### config.mk
export PLATFORM = sky130hd
export DESIGN_NAME = can_msgbuf_window
export DESIGN_NICKNAME = d
export VERILOG_FILES = /design/src/hdl/can_msgbuf_pkg.sv /design/src/hdl/can_msgbuf_window.sv
export VERILOG_INCLUDE_DIRS = /design/src /design/src/hdl
export SDC_FILE = /design/constraint.sdc
export NUM_CORES = 1
export LEC_CHECK = 0
export BUFFER_PORTS_ARGS = -buffer_cell sky130_fd_sc_hd__buf_4
export CELL_PAD_IN_SITES_DETAIL_PLACEMENT = 0
export CELL_PAD_IN_SITES_GLOBAL_PLACEMENT = 2
export CORE_MARGIN = 2
export CORE_UTILIZATION = 44
export CTS_CLUSTER_SIZE = 40
export DETAILED_ROUTE_END_ITERATION = 7
export PLACE_DENSITY = 0.86
export REMOVE_ABC_BUFFERS = 1
export SLEW_MARGIN = 0
export SYNTH_ARGS = -nofsm -noshare
export SYNTH_HDL_FRONTEND = slang
export SYNTH_SLANG_ARGS = --single-unit
### constraint.sdc
create_clock -name clock_in -period 2.9 [get_ports clock_in]
set_input_delay 0.435 -clock clock_in [delete_from_list [all_inputs] [get_ports clock_in]]
set_output_delay 0.435 -clock clock_in [all_outputs]
set_load 0.01 [all_outputs]
### src/hdl/can_msgbuf_consts.svh
/*
 Offsets, field positions and reset values for the message buffer window block.
 Assumes byte-wide module-relative addressing over a 6-bit offset.
*/
`ifndef CAN_MSGBUF_CONSTS_SVH
`define CAN_MSGBUF_CONSTS_SVH

`define RX_WINDOW_BASE   6'h20
`define TX_WINDOW_BASE   6'h30
`define WINDOW_MASK      6'h30
`define BUF_IDX_W        4
`define BUF_BYTES        16
`define OFF_PRIORITY     4'hD
`define OFF_STAMP_HI     4'hE
`define OFF_STAMP_LO     4'hF
`define PRIORITY_RESET   8'h00
`define STAMP_RESET      16'h0000
`define NUM_TX_BUFS      3

`endif

### src/hdl/can_msgbuf_pkg.sv
/*
 Types shared by the message buffer window block.
 Assumes the constants header is included by users needing numbers.
*/
package can_msgbuf_pkg;
	typedef logic [7:0] byte_type;
	typedef logic [2:0] tx_sel_type;
endpackage

### src/hdl/can_msgbuf_window.sv
/*
 CPU-side access to the receive buffer window and the three transmit buffers
 shown one at a time through the transmit buffer window.
 Assumes a synchronous byte bus on clock_in; flags and receive data come from
 protocol logic on the same clock, so no synchronisers are used.
*/
`timescale 1ns/10ps
`include "can_msgbuf_consts.svh"
`default_nettype none

module can_msgbuf_window
	import can_msgbuf_pkg::*;
#(
	parameter int NUM_TX = `NUM_TX_BUFS
) (
	// clock, reset, enable
	input  wire logic        clock_in,
	input  wire logic        rst_in,
	input  wire logic        clk_en_in,
	// cpu bus
	input  wire logic [5:0]  addr_in,
	input  wire logic        rd_in,
	input  wire logic        wr_in,
	input  wire logic [7:0]  wdata_in,
	output logic      [7:0]  rdata_out,
	// selection and flags
	input  wire logic [2:0]  tx_buffer_selection_reg_in,
	input  wire logic [2:0]  tx_buffer_empty_flag_in,
	input  wire logic        receive_full_flag_in,
	// receive side data and stamp capture
	input  wire logic [7:0]  rx_rdata_in,
	output logic      [3:0]  rx_addr_out,
	input  wire logic        stamp_wr_in,
	input  wire logic [1:0]  stamp_buf_in,
	input  wire logic [15:0] stamp_in,
	// transmit buffer view for the protocol engine
	input  wire logic [1:0]  eng_buf_in,
	input  wire logic [3:0]  eng_addr_in,
	output logic      [7:0]  eng_rdata_out
);

	// ------------------------------------------------------------
	// decode
	// ------------------------------------------------------------
	byte_type    body_r  [NUM_TX][`OFF_PRIORITY];
	byte_type    prio_r  [NUM_TX];
	logic [15:0] stamp_r [NUM_TX];
	byte_type    win_byte;
	byte_type    eng_byte;
	tx_sel_type  low_sel;
	logic [1:0]  sel_idx;
	logic        rx_hit;
	logic        tx_hit;
	logic        tx_ok;
	logic        tx_wr;
	logic [3:0]  off;

	assign off    = addr_in[3:0];
	assign rx_hit = (addr_in & `WINDOW_MASK) == `RX_WINDOW_BASE;
	assign tx_hit = (addr_in & `WINDOW_MASK) == `TX_WINDOW_BASE;
	// isolate lowest set bit so only one buffer is ever mapped
	assign low_sel = tx_buffer_selection_reg_in & (~tx_buffer_selection_reg_in + 3'h1);
	always_comb begin
		sel_idx = 2'h0;
		case (low_sel)
			3'h1: sel_idx = 2'h0;
			3'h2: sel_idx = 2'h1;
			3'h4: sel_idx = 2'h2;
			default: sel_idx = 2'h0;
		endcase
	end
	// empty flag of the selected buffer gates both directions
	assign tx_ok = (low_sel != 3'h0) && tx_buffer_empty_flag_in[sel_idx];
	assign rx_addr_out = off;
	assign tx_wr = wr_in && tx_hit && tx_ok;

	// byte of the selected buffer at the window offset
	always_comb begin
		win_byte = 8'h00;
		case (off)
			`OFF_PRIORITY: win_byte = prio_r[sel_idx];
			`OFF_STAMP_HI: win_byte = stamp_r[sel_idx][15:8];
			`OFF_STAMP_LO: win_byte = stamp_r[sel_idx][7:0];
			default:       win_byte = body_r[sel_idx][off];
		endcase
	end

	// same view for the engine; a buffer index out of range is blocked at the register
	always_comb begin
		eng_byte = 8'h00;
		case (eng_addr_in)
			`OFF_PRIORITY: eng_byte = prio_r[eng_buf_in];
			`OFF_STAMP_HI: eng_byte = stamp_r[eng_buf_in][15:8];
			`OFF_STAMP_LO: eng_byte = stamp_r[eng_buf_in][7:0];
			default:       eng_byte = body_r[eng_buf_in][eng_addr_in];
		endcase
	end

	// ------------------------------------------------------------
	// transmit buffer storage
	// ------------------------------------------------------------
	// priority resets to zero instead of powering up unknown
	always_ff @(posedge clock_in or posedge rst_in) begin
		if (rst_in) begin
			for (int b = 0; b < NUM_TX; b++) begin
				prio_r[b] <= `PRIORITY_RESET;
			end
		end else if (clk_en_in) begin
			if (tx_wr && off == `OFF_PRIORITY) begin
				prio_r[sel_idx] <= wdata_in;
			end
		end
	end

	// identifier, data and length bytes; left unreset as in ram
	always_ff @(posedge clock_in) begin
		if (clk_en_in && tx_wr && off < `OFF_PRIORITY) begin
			body_r[sel_idx][off] <= wdata_in;
		end
	end

	// cpu has no write path here; only capture updates the stamps
	always_ff @(posedge clock_in or posedge rst_in) begin
		if (rst_in) begin
			for (int b = 0; b < NUM_TX; b++) begin
				stamp_r[b] <= `STAMP_RESET;
			end
		end else if (clk_en_in && stamp_wr_in && stamp_buf_in < 2'(NUM_TX)) begin
			stamp_r[stamp_buf_in] <= stamp_in;
		end
	end

	// ------------------------------------------------------------
	// read path
	// ------------------------------------------------------------
	always_ff @(posedge clock_in or posedge rst_in) begin
		if (rst_in) begin
			rdata_out <= 8'h00;
		end else if (clk_en_in) begin
			if (rd_in && rx_hit && receive_full_flag_in) begin
				rdata_out <= rx_rdata_in;
			end else if (rd_in && tx_hit && tx_ok) begin
				rdata_out <= win_byte;
			end else if (rd_in) begin
				rdata_out <= 8'h00;
			end
		end
	end

	always_ff @(posedge clock_in or posedge rst_in) begin
		if (rst_in) begin
			eng_rdata_out <= 8'h00;
		end else if (clk_en_in && eng_buf_in < 2'(NUM_TX)) begin
			eng_rdata_out <= eng_byte;
		end
	end

	// ------------------------------------------------------------
	// checks
	// ------------------------------------------------------------
	property p_rx_gate;
		@(posedge clock_in) disable iff (rst_in)
		(clk_en_in && rd_in && rx_hit && !receive_full_flag_in) |=> rdata_out == 8'h00;
	endproperty
	a_rx_gate: assert property (p_rx_gate) else $error("rx read without full flag");

	property p_tx_gate;
		@(posedge clock_in) disable iff (rst_in)
		(clk_en_in && rd_in && tx_hit && !tx_ok) |=> rdata_out == 8'h00;
	endproperty
	a_tx_gate: assert property (p_tx_gate) else $error("tx read while not allowed");

	property p_low_one;
		@(posedge clock_in) disable iff (rst_in)
		$onehot0(low_sel) && (tx_buffer_selection_reg_in[0] -> sel_idx == 2'h0);
	endproperty
	a_low_one: assert property (p_low_one) else $error("select not lowest");

	property p_prio_wr;
		@(posedge clock_in) disable iff (rst_in)
		(clk_en_in && tx_wr && off == `OFF_PRIORITY)
			|=> prio_r[$past(sel_idx)] == $past(wdata_in);
	endproperty
	a_prio_wr: assert property (p_prio_wr) else $error("priority write lost");

	property p_prio_rst;
		@(posedge clock_in) $fell(rst_in)
			|-> prio_r[0] == `PRIORITY_RESET && prio_r[NUM_TX-1] == `PRIORITY_RESET;
	endproperty
	a_prio_rst: assert property (p_prio_rst) else $error("priority not zero");

	property p_stamp_ro;
		@(posedge clock_in) disable iff (rst_in)
		(clk_en_in && !stamp_wr_in)
			|=> stamp_r[$past(sel_idx)] == $past(stamp_r[sel_idx]);
	endproperty
	a_stamp_ro: assert property (p_stamp_ro) else $error("stamp written by cpu");

	property p_sel_none;
		@(posedge clock_in) disable iff (rst_in)
		(tx_buffer_selection_reg_in == 3'h0) |-> !tx_ok;
	endproperty
	a_sel_none: assert property (p_sel_none) else $error("window open with no select");

	property p_decode;
		@(posedge clock_in) disable iff (rst_in)
		!(rx_hit && tx_hit);
	endproperty
	a_decode: assert property (p_decode) else $error("windows overlap");

	property p_rx_pass;
		@(posedge clock_in) disable iff (rst_in)
		(clk_en_in && rd_in && rx_hit && receive_full_flag_in)
			|=> rdata_out == $past(rx_rdata_in);
	endproperty
	a_rx_pass: assert property (p_rx_pass) else $error("rx byte not passed");

	property p_body_wr;
		@(posedge clock_in) disable iff (rst_in)
		(clk_en_in && tx_wr && off < `OFF_PRIORITY)
			|=> body_r[$past(sel_idx)][$past(off)] == $past(wdata_in);
	endproperty
	a_body_wr: assert property (p_body_wr) else $error("buffer write lost");

endmodule
`default_nettype wire

==> summary.txt <==
Finish
  • Finished Cell Area: 23370 sq um
  • Fill cell count: 3755
  • Fin nets: 1726
  • Layout cells sized above 1: 29.29%
  • Layout Utilization: 52.85%
  • Area delta synth->final: 18.46%

Synth
  • EDFF count, synth: 312
  • Netlist cell types: 71
  • Synth area leaders: edfxtp_1, dfrtp_1, mux4_2
  • Syn. warnings: 0
  • Yosys top cell area share: 47.49%
  • Prevailing post-synth register cell: edfxtp_1
  • Syn Inst Count: 1495
  • #FFs+latches synth: 400
  • Leading area contributor after synthesis: edfxtp_1
  • Ys async rst share: 22.00%
  • Synth Area per Inst: 13.20 sq um
  • Syn Std Cell Area: 19730 sq um
  • Register area share after synthesis: 58.65%

Clock network
  • Clock transition at path regs: 0.06 ns
  • Number of buffers added for setup after CTS: 0
  • CTS Root Cell: clkbuf_16
  • CTS Buf Count: 44
  • H-Tree Level Count: 2
  • Worst-Skew Late Latency: 0.59 ns
  • Hold-fix buffers, CTS: 1
  • Clk buf depth: 3
  • CTS sink count: 400
  • CTS tree: done
  • # resized after CTS: 0

Worst setup path
  • Top cell family by delay on the critical path: simple AND/OR/NAND/NOR gates
  • Sequence of cells on the critical path: buf_4, or2_2, buf_4, a221oi_1, a222oi_1, nor3b_1, o22ai_1, a211oi_1
  • CP most frequent cell: buf_4
  • Crit. Startpoint: addr_in[1]
  • Biggest cell delay along the critical path: 0.60 ns
  • Worst EP required: 3.38 ns
  • Worst Path Buf+Inv: 2
  • Worst Path Max Fanout: 15
  • WS Path Type: in -> reg
  • CP Capture Type: flop
  • Critical Path AT: 2.81 ns
  • CP max stage cell: nor3b_1
  • Reg2reg start: body_r[0][19]$_DFFE_PP_
  • CP Launch Type: input port

Place
  • Number of port buffers: 78
  • GP Congestion: 0.9014
  • DP Wirelength: 47.17 mm
  • DP Area: 22040 sq um
  • Setup WS pre-CTS: 0.04511 ns

Floorplanning
  • Die area: 46550 sq um
  • Die Y: 215.7 microns
  • Area of the core: 44220 sq um
  • Ports: 79
  • Initial core utilization: 44.61%
  • Die Wd: 215.7 microns
  • Core Rows: 77

Global routing
  • Initial antenna violation count: 2
  • First-pass GRT wire length: 100.4 mm
  • Gr usage total: 29.60%
  • Total gr overflow: 0
  • Vias in the first global route: 14609
  • Pin count of the biggest net entering global routing: 51

STA
  • Final setup fails: 0
  • Sum Neg Setup Slack: 0 ns
  • Clock skew: 0.01903 ns
  • Slew @ Worst Pin: 0.9075 ns
  • Final Hold Viols: 0
  • Tmin final: 2.333 ns
  • RSZ-0062 raised after global routing: no
  • Max Freq: 428.6 MHz
  • Slew Limit Fails: 0
  • Slew margin rel.: 39.28%
  • Post-route setup slack: 0.5668 ns
  • Final period util: 80.45%

Pwr
  • Switching Fraction: 25.75%
  • Part of the power in the clock network: 38.8%
  • Int Power: 10020 uW
  • Total power: 13490 uW
  • Seq pwr share: 48.7%
  • Combinational power share: 12.4%
  • Max VDD drop: 526.4 uV
  • P per Cell Area: 577.4 nW/um^2
  • Leakage: 0.008529 uW
  • Net switching power: 3475 uW

Hold path
  • Hold wc startpoint: stamp_in[5]
  • Type of the tightest min-delay check: in -> reg

Route
  • Detailed Route WL: 69.13 mm
  • Wire length per cell: 30.14 microns
  • Via count: 14941
  • DR vias/cell: 6.513
  • First DRT Iteration DRCs: 1905
  • DRC: 0
  • DR pass1 iterations: 5
  • DRT antenna net count: 0

Status
  • Status: finished, final reports clean

Job
  • Max Cap Viol: 0
-- cells in the mapped netlist, types with 6 or more instances --
cell type  count
nand2b_1      13
o2111ai_1      7
a31oi_1       22
mux2i_1       77
a221oi_1      34
dfrtp_1       88
mux4_2        59
mux2_4         8
a41oi_1        6
clkbuf_1      68
nor2_1        57
edfxtp_1     312
nor3_1        51
a21oi_1       79
a22oi_1        7
nand2_1      141
o21ai_0       55
buf_1         11
a2111oi_0      8
a32oi_1        7
nor4_1        10
a221o_1       28
buf_4          8
a22o_1         9
nand4_1        7
inv_1          9
mux2_2        90
o22ai_1       13
nor2b_1        9
o211ai_1      18
o221ai_1      14
nand3_1       19
a211oi_1      17
buf_2         45
-- power by group through the flow --
stage	sequential (uW)	clock, uW	combinational (uW)
after floorplan	6610	0	755
after global placement	6680	0	1630
after detailed placement	6680	0	1640
after CTS	6570	5310	1650
after global routing	6590	5520	1770
final	6570	5240	1680
-- area by class of cell --
type	instances	area (sq um)	share of cell area, %
clock inverter	26	156.4	0.6693
sequential	400	11570	49.52
inverter	11	42.54	0.1820
tap	592	740.7	3.170
clock buffer	53	1156	4.947
timing repair buffer	260	2155	9.220
antenna	2	5.005	0.02142
multi-input combinational	950	7542	32.27
-- cells in the final DEF (no fill, tap or decap), drive strengths merged, types with 6 or more instances in the layout --
master   netlist  layout
nor4          10      10
a211oi        17      17
a22o           9       9
o211ai        18      18
o221ai        14      14
nor2b          9       9
dfrtp         88      88
nand2        141     141
buf           66     259
nand3         19      19
mux2          98      98
o22ai         13      13
a221oi        34      34
a21oi         79      79
o21ai         55      55
a32oi          7       7
mux4          59      59
edfxtp       312     312
clkbuf        68      53
nand2b        13      13
a22oi          7       7
a221o         28      28
inv           10      13
a2111oi        8       8
nor2          57      57
nor3          51      51
clkinv         1      23
mux2i         77      77
a31oi         22      22
o2111ai        7       7
nand4          7       7
a41oi          6       6
-- logic make-up after synthesis --
| logic type | share of synthesized area (%) |
|---|---|
| DFF | 58.65 |
| AOI/OAI and AO/OA | 13.75 |
| and+or+nand+nor | 7.934 |
| muxes | 16.39 |
| buffers and inverters | 3.273 |
-- through the flow --
step,instances,hold slack (ns)
2_1_floorplan,1361,0.4915
3_3_place_gp,2212,0.4993
3_5_place_dp,2212,0.5170
4_1_cts,2292,0.08936
5_1_grt,2293,0.1111
6_report,2294,0.1103
-- metal layers --
metal,global-route usage [%],wire length [microns]
met5,0,0
met1,41.01,27820
met2,44.73,30910
met3,7.273,7506
met4,12.30,2899
-- path summary, 6_finish.rpt --
check | to | slack [ns] | cells past startpoint
setup / recovery | rdata_out[3]$_DFFE_PP0P_ | 0.57 | 8
hold / removal | stamp_r[5]$_DFFE_PP0P_ | 0.11 | 2
setup reg to reg | eng_rdata_out[3]$_DFFE_PP0P_ | 0.71 | 7
hold reg to reg | rdata_out[7]$_DFFE_PP0P_ | 0.52 | 2
max in group asynchronous | prio_r[17]$_DFFE_PP0P_ | 1.63 | 4
min in group asynchronous | stamp_r[11]$_DFFE_PP0P_ | 0.53 | 3
-- registers in the layout, indices dropped and copies added (netlist names) --
register	flops
rdata_out	8
body_r	312
prio_r	24
stamp_r	48
eng_rdata_out	8
Power figures use the tool's default switching activity.
